<file path="src/core/status_output_pkg.sv">
// Purpose: Shared constants for the status output function select block
// Assumes: One 100 MHz clock, registers reached by a plain parameter port
// Notes: Function codes and control modes used by mux and top

`default_nettype none

package status_output_pkg;

  // Parameter port offsets (printed word offsets)
  localparam logic [15:0] OUT1_SEL_OFFSET = 16'h0712;
  localparam logic [15:0] OUT2_SEL_OFFSET = 16'h0714;
  localparam logic [15:0] OUT3_SEL_OFFSET = 16'h0716;
  localparam logic [15:0] CHECK_TIME_OFFSET = 16'h0718;
  localparam logic [15:0] MODE_OFFSET = 16'h071a;
  localparam logic [15:0] STATUS_OFFSET = 16'h071c;

  // Values after reset
  localparam logic [15:0] SEL_RESET = 16'h0001;
  localparam logic [15:0] CHECK_TIME_RESET = 16'h0000;
  localparam logic [2:0] MODE_RESET = 3'h0;

  // Window check time base: 1 ms per count
  localparam int CHECK_TICK_NS = 1000000;
  localparam int CLK_PERIOD_NS = 10;
  localparam int CHECK_TICK_CYCLES = CHECK_TICK_NS / CLK_PERIOD_NS;

  // Function codes
  localparam logic [15:0] FN_FREE = 16'h0001;
  localparam logic [15:0] FN_NO_ERROR = 16'h0002;
  localparam logic [15:0] FN_READY = 16'h0003;
  localparam logic [15:0] FN_DIR_LOCK = 16'h0004;
  localparam logic [15:0] FN_POS_WIN = 16'h0005;
  localparam logic [15:0] FN_SPD_WIN = 16'h0006;
  localparam logic [15:0] FN_SPD_THR = 16'h0007;
  localparam logic [15:0] FN_CUR_THR = 16'h0008;
  localparam logic [15:0] FN_HALT_ACK = 16'h0009;
  localparam logic [15:0] FN_BRAKE = 16'h000a;
  localparam logic [15:0] FN_SEQ_START = 16'h000b;
  localparam logic [15:0] FN_STANDSTILL = 16'h000d;

  // Control modes: local start-up modes, then fieldbus
  localparam logic [2:0] MODE_JOG = 3'h0;
  localparam logic [2:0] MODE_GEAR = 3'h1;
  localparam logic [2:0] MODE_SPEED = 3'h2;
  localparam logic [2:0] MODE_CURRENT = 3'h3;
  localparam logic [2:0] MODE_SEQUENCE = 3'h4;
  localparam logic [2:0] MODE_FIELDBUS = 3'h5;

  // Status source bundle order
  localparam int SRC_NO_ERROR = 0;
  localparam int SRC_READY = 1;
  localparam int SRC_DIR_LOCK = 2;
  localparam int SRC_POS_WIN = 3;
  localparam int SRC_SPD_WIN = 4;
  localparam int SRC_SPD_THR = 5;
  localparam int SRC_CUR_THR = 6;
  localparam int SRC_HALT_ACK = 7;
  localparam int SRC_BRAKE = 8;
  localparam int SRC_SEQ_START = 9;
  localparam int SRC_STANDSTILL = 10;
  localparam int SRC_COUNT = 11;

endpackage

`default_nettype wire

</file>
<file path="src/core/status_src_if.sv">
// Purpose: Carries qualified status sources and mode from top to output muxes
// Assumes: Same clock domain as the top
// Notes: One producer (top), several consumers (muxes)

`default_nettype none

interface status_src_if;
  import status_output_pkg::*;
  logic [SRC_COUNT-1:0] src;
  logic [2:0] mode;

  modport producer (output src, output mode);
  modport consumer (input src, input mode);
endinterface

`default_nettype wire

</file>
<file path="src/core/output_function_mux.sv">
// Purpose: Picks one status source for one signal output by function code
// Assumes: Sources already qualified and synchronous to ref_clk_i
// Notes: Output registered; unoffered codes hold the output inactive

`default_nettype none

module output_function_mux (
  // Clock and reset
  input wire logic ref_clk_i,
  input wire logic rstn_i,
  // Selection and free-use level
  input wire logic [15:0] select_i,
  input wire logic free_level_i,
  status_src_if.consumer srcs,
  // Output
  output logic out_o
);
  import status_output_pkg::*;

  // Offer table per control mode
  function automatic logic offered(input logic [2:0] mode, input logic [15:0] code);
    logic ok;
    ok = 1'b0;
    case (code)
      FN_FREE, FN_NO_ERROR, FN_READY, FN_HALT_ACK, FN_BRAKE, FN_STANDSTILL: ok = (mode <= MODE_FIELDBUS);
      FN_DIR_LOCK: ok = (mode == MODE_GEAR) || (mode == MODE_SPEED);
      FN_POS_WIN: ok = (mode == MODE_GEAR) || (mode == MODE_FIELDBUS);
      FN_SPD_WIN: ok = (mode <= MODE_SPEED) || (mode == MODE_FIELDBUS);
      FN_SPD_THR: ok = (mode <= MODE_CURRENT) || (mode == MODE_FIELDBUS);
      FN_CUR_THR: ok = (mode == MODE_CURRENT) || (mode == MODE_FIELDBUS);
      FN_SEQ_START: ok = (mode == MODE_SEQUENCE);
      default: ok = 1'b0; // Code 12 and others are never offered
    endcase
    return ok;
  endfunction

  logic sel_d;

  // Source selection by code, then masked by the offer table for the mode
  always_comb begin
    case (select_i)
      FN_FREE: sel_d = free_level_i;
      FN_NO_ERROR: sel_d = srcs.src[SRC_NO_ERROR];
      FN_READY: sel_d = srcs.src[SRC_READY];
      FN_DIR_LOCK: sel_d = srcs.src[SRC_DIR_LOCK];
      FN_POS_WIN: sel_d = srcs.src[SRC_POS_WIN];
      FN_SPD_WIN: sel_d = srcs.src[SRC_SPD_WIN];
      FN_SPD_THR: sel_d = srcs.src[SRC_SPD_THR];
      FN_CUR_THR: sel_d = srcs.src[SRC_CUR_THR];
      FN_HALT_ACK: sel_d = srcs.src[SRC_HALT_ACK];
      FN_BRAKE: sel_d = srcs.src[SRC_BRAKE];
      FN_SEQ_START: sel_d = srcs.src[SRC_SEQ_START];
      FN_STANDSTILL: sel_d = srcs.src[SRC_STANDSTILL];
      default: sel_d = 1'b0;
    endcase
    if (!offered(srcs.mode, select_i)) begin
      sel_d = 1'b0;
    end
  end

  // Registered output keeps the pin glitch free
  always_ff @(posedge ref_clk_i or negedge rstn_i) begin
    if (!rstn_i) begin
      out_o <= 1'b0;
    end else begin
      out_o <= sel_d;
    end
  end

endmodule

`default_nettype wire

</file>
<file path="src/core/status_output_function_select.sv">
// Purpose: Routes drive status signals to three digital signal outputs
// Assumes: Status inputs synchronous to ref_clk_i; parameter port write/read
// Notes: Window checks need the condition for the check time; threshold inputs pass straight through
//
// Overview of operation
// - Three outputs, each steered by own select
// - Code 1 leaves output free for use
// - Code 2 shows no error present
// - Code 3 shows operating readiness
// - Code 4 shows direction of motion locked
// - Code 5 shows position deviation in window
// - Code 6 shows speed deviation in window
// - Code 7 shows speed below threshold
// - Code 8 shows current below threshold
// - Code 9 acknowledges accepted halt request
// - Code 10 controls motor holding brake
// - Code 11 acknowledges motion-sequence start request
// - Code 13 shows standstill; code 12 refused
// - Local control offers codes by start-up mode
// - Fieldbus offers all but lock and start
// - Window flags need check time held first

`default_nettype none

module status_output_function_select #(
  parameter int CHECK_TICK = status_output_pkg::CHECK_TICK_CYCLES
) (
  // Clock and reset
  input wire logic ref_clk_i,
  input wire logic rstn_i,
  // Parameter port
  input wire logic param_wr_i,
  input wire logic [15:0] param_addr_i,
  input wire logic [15:0] param_wdata_i,
  output logic [15:0] param_rdata_o,
  // Drive status sources
  input wire logic no_error_i,
  input wire logic ready_i,
  input wire logic dir_locked_i,
  input wire logic pos_in_window_i,
  input wire logic spd_in_window_i,
  input wire logic spd_below_thr_i,
  input wire logic cur_below_thr_i,
  input wire logic halt_ack_i,
  input wire logic brake_release_i,
  input wire logic seq_start_ack_i,
  input wire logic standstill_i,
  // Free-use levels set by the controller
  input wire logic [2:0] free_level_i,
  // Signal outputs
  output logic signal_output_one_o,
  output logic signal_output_two_o,
  output logic signal_output_three_o
);
  import status_output_pkg::*;

  logic [15:0] output1_function_select_q;
  logic [15:0] output2_function_select_q;
  logic [15:0] output3_function_select_q;
  logic [15:0] window_check_time_q;
  logic [2:0] mode_q;
  logic [31:0] tick_cnt_q;
  logic tick;
  logic [15:0] pos_time_q;
  logic [15:0] spd_time_q;
  logic pos_ok_q;
  logic spd_ok_q;
  logic [2:0] outs;

  status_src_if srcs_if ();

  // Parameter writes; the mode field stays in range so the offer table is total
  always_ff @(posedge ref_clk_i or negedge rstn_i) begin
    if (!rstn_i) begin
      output1_function_select_q <= SEL_RESET;
      output2_function_select_q <= SEL_RESET;
      output3_function_select_q <= SEL_RESET;
      window_check_time_q <= CHECK_TIME_RESET;
      mode_q <= MODE_RESET;
    end else if (param_wr_i) begin
      case (param_addr_i)
        OUT1_SEL_OFFSET: output1_function_select_q <= param_wdata_i;
        OUT2_SEL_OFFSET: output2_function_select_q <= param_wdata_i;
        OUT3_SEL_OFFSET: output3_function_select_q <= param_wdata_i;
        CHECK_TIME_OFFSET: window_check_time_q <= param_wdata_i;
        MODE_OFFSET: begin
          if (param_wdata_i[2:0] <= MODE_FIELDBUS) begin
            mode_q <= param_wdata_i[2:0];
          end
        end
        default: ;
      endcase
    end
  end

  // Read back; unmapped offsets read zero
  always_comb begin
    case (param_addr_i)
      OUT1_SEL_OFFSET: param_rdata_o = output1_function_select_q;
      OUT2_SEL_OFFSET: param_rdata_o = output2_function_select_q;
      OUT3_SEL_OFFSET: param_rdata_o = output3_function_select_q;
      CHECK_TIME_OFFSET: param_rdata_o = window_check_time_q;
      MODE_OFFSET: param_rdata_o = {13'h0000, mode_q};
      STATUS_OFFSET: param_rdata_o = {11'h000, pos_ok_q, spd_ok_q, outs};
      default: param_rdata_o = 16'h0000;
    endcase
  end

  // Millisecond tick for the window check time
  always_ff @(posedge ref_clk_i or negedge rstn_i) begin
    if (!rstn_i) begin
      tick_cnt_q <= 32'h0;
    end else if (tick) begin
      tick_cnt_q <= 32'h0;
    end else begin
      tick_cnt_q <= tick_cnt_q + 32'h1;
    end
  end
  assign tick = (tick_cnt_q == 32'(CHECK_TICK - 1));

  // Position window must hold for the check time; any drop restarts it
  always_ff @(posedge ref_clk_i or negedge rstn_i) begin
    if (!rstn_i) begin
      pos_time_q <= 16'h0;
      pos_ok_q <= 1'b0;
    end else if (!pos_in_window_i) begin
      pos_time_q <= 16'h0;
      pos_ok_q <= 1'b0;
    end else begin
      if (tick && pos_time_q < window_check_time_q) begin
        pos_time_q <= pos_time_q + 16'h1;
      end
      pos_ok_q <= (pos_time_q >= window_check_time_q);
    end
  end

  // Speed window, same qualification
  always_ff @(posedge ref_clk_i or negedge rstn_i) begin
    if (!rstn_i) begin
      spd_time_q <= 16'h0;
      spd_ok_q <= 1'b0;
    end else if (!spd_in_window_i) begin
      spd_time_q <= 16'h0;
      spd_ok_q <= 1'b0;
    end else begin
      if (tick && spd_time_q < window_check_time_q) begin
        spd_time_q <= spd_time_q + 16'h1;
      end
      spd_ok_q <= (spd_time_q >= window_check_time_q);
    end
  end

  // Source bundle for the muxes
  always_comb begin
    srcs_if.src = '0;
    srcs_if.src[SRC_NO_ERROR] = no_error_i;
    srcs_if.src[SRC_READY] = ready_i;
    srcs_if.src[SRC_DIR_LOCK] = dir_locked_i;
    srcs_if.src[SRC_POS_WIN] = pos_ok_q;
    srcs_if.src[SRC_SPD_WIN] = spd_ok_q;
    srcs_if.src[SRC_SPD_THR] = spd_below_thr_i;
    srcs_if.src[SRC_CUR_THR] = cur_below_thr_i;
    srcs_if.src[SRC_HALT_ACK] = halt_ack_i;
    srcs_if.src[SRC_BRAKE] = brake_release_i;
    srcs_if.src[SRC_SEQ_START] = seq_start_ack_i;
    srcs_if.src[SRC_STANDSTILL] = standstill_i;
    srcs_if.mode = mode_q;
  end

  // One mux per output
  output_function_mux u_mux1 (
    .ref_clk_i(ref_clk_i),
    .rstn_i(rstn_i),
    .select_i(output1_function_select_q),
    .free_level_i(free_level_i[0]),
    .srcs(srcs_if.consumer),
    .out_o(outs[0])
  );
  output_function_mux u_mux2 (
    .ref_clk_i(ref_clk_i),
    .rstn_i(rstn_i),
    .select_i(output2_function_select_q),
    .free_level_i(free_level_i[1]),
    .srcs(srcs_if.consumer),
    .out_o(outs[1])
  );
  output_function_mux u_mux3 (
    .ref_clk_i(ref_clk_i),
    .rstn_i(rstn_i),
    .select_i(output3_function_select_q),
    .free_level_i(free_level_i[2]),
    .srcs(srcs_if.consumer),
    .out_o(outs[2])
  );

  assign signal_output_one_o = outs[0];
  assign signal_output_two_o = outs[1];
  assign signal_output_three_o = outs[2];

endmodule

`default_nettype wire

</file>
<file path="config.mk">
export PLATFORM = sky130hd
export DESIGN_NAME = status_output_function_select
export DESIGN_NICKNAME = d
export VERILOG_FILES = /design/src/core/status_output_pkg.sv /design/src/core/status_src_if.sv /design/src/core/output_function_mux.sv /design/src/core/status_output_function_select.sv
export SDC_FILE = /design/constraint.sdc
export NUM_CORES = 1
export LEC_CHECK = 0
export ABC_AREA = 0
export CORE_ASPECT_RATIO = 1.5
export CORE_MARGIN = 10
export CORE_UTILIZATION = 55
export DETAILED_ROUTE_END_ITERATION = 8
export DONT_BUFFER_PORTS = 1
export GPL_ROUTABILITY_DRIVEN = 0
export GPL_TIMING_DRIVEN = 1
export PLACE_DENSITY = 0.7
export SYNTH_ARGS = -nofsm -noshare
export SYNTH_HDL_FRONTEND = slang
export SYNTH_HIERARCHICAL = 1
export SYNTH_SLANG_ARGS = --single-unit
</file>
<file path="constraint.sdc">
create_clock -name ref_clk_i -period 4.2 [get_ports ref_clk_i]
set_clock_uncertainty 0.2 [all_clocks]
set_input_delay 0.42 -clock ref_clk_i [delete_from_list [all_inputs] [get_ports ref_clk_i]]
set_output_delay 0.42 -clock ref_clk_i [all_outputs]
set_load 0.005 [all_outputs]
</file>
==> impl_metrics.toml <==
[power_and_ir_drop]
vdd_ir_drop_max_mv = 0.261
power_density_mw_per_mm2 = 326
p_leak_nw = 4.02

[yosys]
syn-cell-area_mm2 = 0.00806
avgSynthCellArea_um2 = 10.2
synth_edf_count = 0
synth_warnings = 6
ys_ff_latch = 136
synth_flop_cell = "dfrtp_1"
yosysSeqAreaShare = 0.423
ys_types = 67
synth_nets = 877
syn_inst = 793
ys_async_sr_fraction = 1.00

[setup_path]
path_max_fanout = 29
cp_cell_sequence = "inv_1, ha_1, a21o_1, a21o_1, a221oi_1, nand2_1, or4_1, a21oi_1"
r2r_start = "window_check_time_q[13]$_DFFE_PN0P_"
worst_setup_path_end_kind = "flip-flop"
worstSetupPathType = "flip-flop to flip-flop"
critPathMaxStageDelay_ns = 0.66
cp_common_cell = "a21o_1"
critPathRequiredTime_ns = 4.34
arrival_ns = 3.49
critPathLaunch = "window_check_time_q[13]$_DFFE_PN0P_"
cpMaxStageDelayCell = "or4_1"
r2r_slack_ns = 0.85
start_kind = "flip-flop"

[sta]
period_minus_slack_ns = 3.35
hold_viol_final = 0
slew_viol_final = 0
tns_ns = 0
max_slew_margin = 0.341
tightest_slew_ns = 0.981
fmax_ghz = 0.298
min_period_over_period = 0.799
finalSetupViolations = 0
rsz0062_at_grt = "no"

[floorplan]
die_area_mm2 = 0.0200
num_io_pins = 68
initial_core_util = 0.557
rows = 54
core_mm2 = 0.0145
die_w_um = 119
die_y_um = 168

[global_routing]
grt.total_usage = 0.214
grt_pass1_vias = 6842
grt-ovfl-total = 0
grt_pass1_wl_um = 35100
antenna_found_initial = 0
grt_max_degree = 137

[clocking]
cts-root-buf = "clkbuf_16"
tritoncts = "built"
clkSlewWorstSetupHoldPaths_ns = 0.06
clk_latency_ns = 0.43
cts_buffers = 17
postCtsSetupRepairBufs = 0
htreeDepth = 4
cts_sinks = 136
clock_path_buffers = 2

[routing]
wl_per_cell_um = 21.1
vias_per_cell = 6.60
drt_first_pass_iters = 8
first_iter_violations = 671
drc_errors = 0
drtAntennaViolNets = 0
dr_total_vias = 6655
wirelength_um = 21300

[outcome]
status = "finished, final reports clean"

[cells_and_area]
final_cell_mix = "133 x dfrtp_1, 55 x nand2_1, 53 x a21oi_1"
final_common_cell = "dfrtp_1"
nets = 883
n_fill_cell = 1191
syn_to_final_growth_pct = 11.4
drive_above_1_share = 0.137
final_util = 0.621

[run]
cap_violations = 0

[worst_hold_path]
hold_path_class = "primary input to flip-flop"
hold_start = "param_wr_i"

[placed_design]
dp_hpwl_um = 15200
numPortBuffers = 0
[registers in the layout (all words and copies together) (netlist names)]
name	cells
u_mux1/out_o	1
spd_time_q	16
output2_function_select_q	16
mode_q	3
pos_time_q	16
u_mux3/out_o	1
u_mux2/out_o	1
pos_ok_q	1
output3_function_select_q	16
window_check_time_q	16
output1_function_select_q	16
spd_ok_q	1
tick_cnt_q	32
[metal layers]
metal	wire length, um	global-route usage	vias up
met1	8200	0.227	3309
met3	1070	0.0522	60
met2	11100	0.381	249
met5	0	0	-
met4	882	0.117	0
li1	-	-	3037
[cells in the mapped netlist (all sizes together) (17+ instances only)]
cell type,count,area [um2]
dfrtp,133,3330
nand2,58,230
a21oi,53,265
mux2,51,574
o21ai,43,215
nand3,39,195
ha,35,438
inv,33,124
nand4,24,163
nor2,24,90.1
nor4,24,171
or4,24,180
o31ai,22,165
buf,20,131
xnor2,20,175
clkbuf,18,68.8
a22o,17,149
[worst paths after layout]
kind,endpoint,cells past startpoint
min reg2reg,tick_cnt_q[0]$_DFF_PN0_,1
min in group asynchronous,output2_function_select_q[5]$_DFFE_PN0P_,2
max,spd_time_q[13]$_DFFE_PN0P_,8
max in group asynchronous,tick_cnt_q[23]$_DFF_PN0_,2
max reg2reg,spd_time_q[13]$_DFFE_PN0P_,8
min,mode_q[0]$_DFFE_PN0P_,2
[report_power, final]
group / internal, mW / total, mW / switching, mW
logic: 0.0230 / 0.0708 / 0.0478
registers: 1.31 / 1.31 / 0.000370
clock network: 0.958 / 1.55 / 0.589
total: 2.29 / 2.93 / 0.637
[cells by family after synthesis]
family / count (synthesis) / share of synthesized area
buffers and inverters: 71 / 0.0402
XOR/XNOR: 30 / 0.0326
adder cells (fa/ha/maj): 35 / 0.0544
AO/OA/AOI/OAI: 196 / 0.164
AND/OR/NAND/NOR: 266 / 0.200
multiplexers: 59 / 0.0859
flip-flops: 136 / 0.423
[what timing repair did]
item                      CTS  global route
hold endpoints to repair  206             0
gates resized for setup     0             0
hold buffers               21             0
[area by class of cell]
type / count / area, um2 / share of cell area
Multi-Input combinational cell: 586 / 4330 / 0.482
Tap cell: 196 / 245 / 0.0273
Clock inverter: 12 / 166 / 0.0185
Timing Repair Buffer: 25 / 258 / 0.0287
Clock buffer: 20 / 447 / 0.0498
Inverter: 33 / 124 / 0.0138
Antenna cell: 1 / 2.50 / 0.000279
Sequential cell: 136 / 3410 / 0.380
[stage by stage]
step                      std cells  power [mW]  area [um2]  setup slack [ns]  hold slack [ns]
after floorplan                 793        1.35        8060              1.61          -0.0756
after global placement          955        1.35        8130              1.09          -0.0716
after detailed placement        955        1.35        8130             0.939          -0.0712
after CTS                      1008        2.96        8970             0.919           0.0209
after global routing           1008        3.01        8970             0.610           0.0285
final                          1009        2.93        8970             0.846           0.0440
[critical path, delay by kind of cell (launching register included)]
| family | cells | cell delay, ns |
|---|---|---|
| and+or+nand+nor | 2 | 1.27 |
| AOI/OAI and AO/OA | 4 | 1.02 |
| DFF | 1 | 0.36 |
| adders and majority gates | 1 | 0.34 |
| buffers and inverters | 1 | 0.08 |
Note: power is estimated with default switching activity, not from simulation.
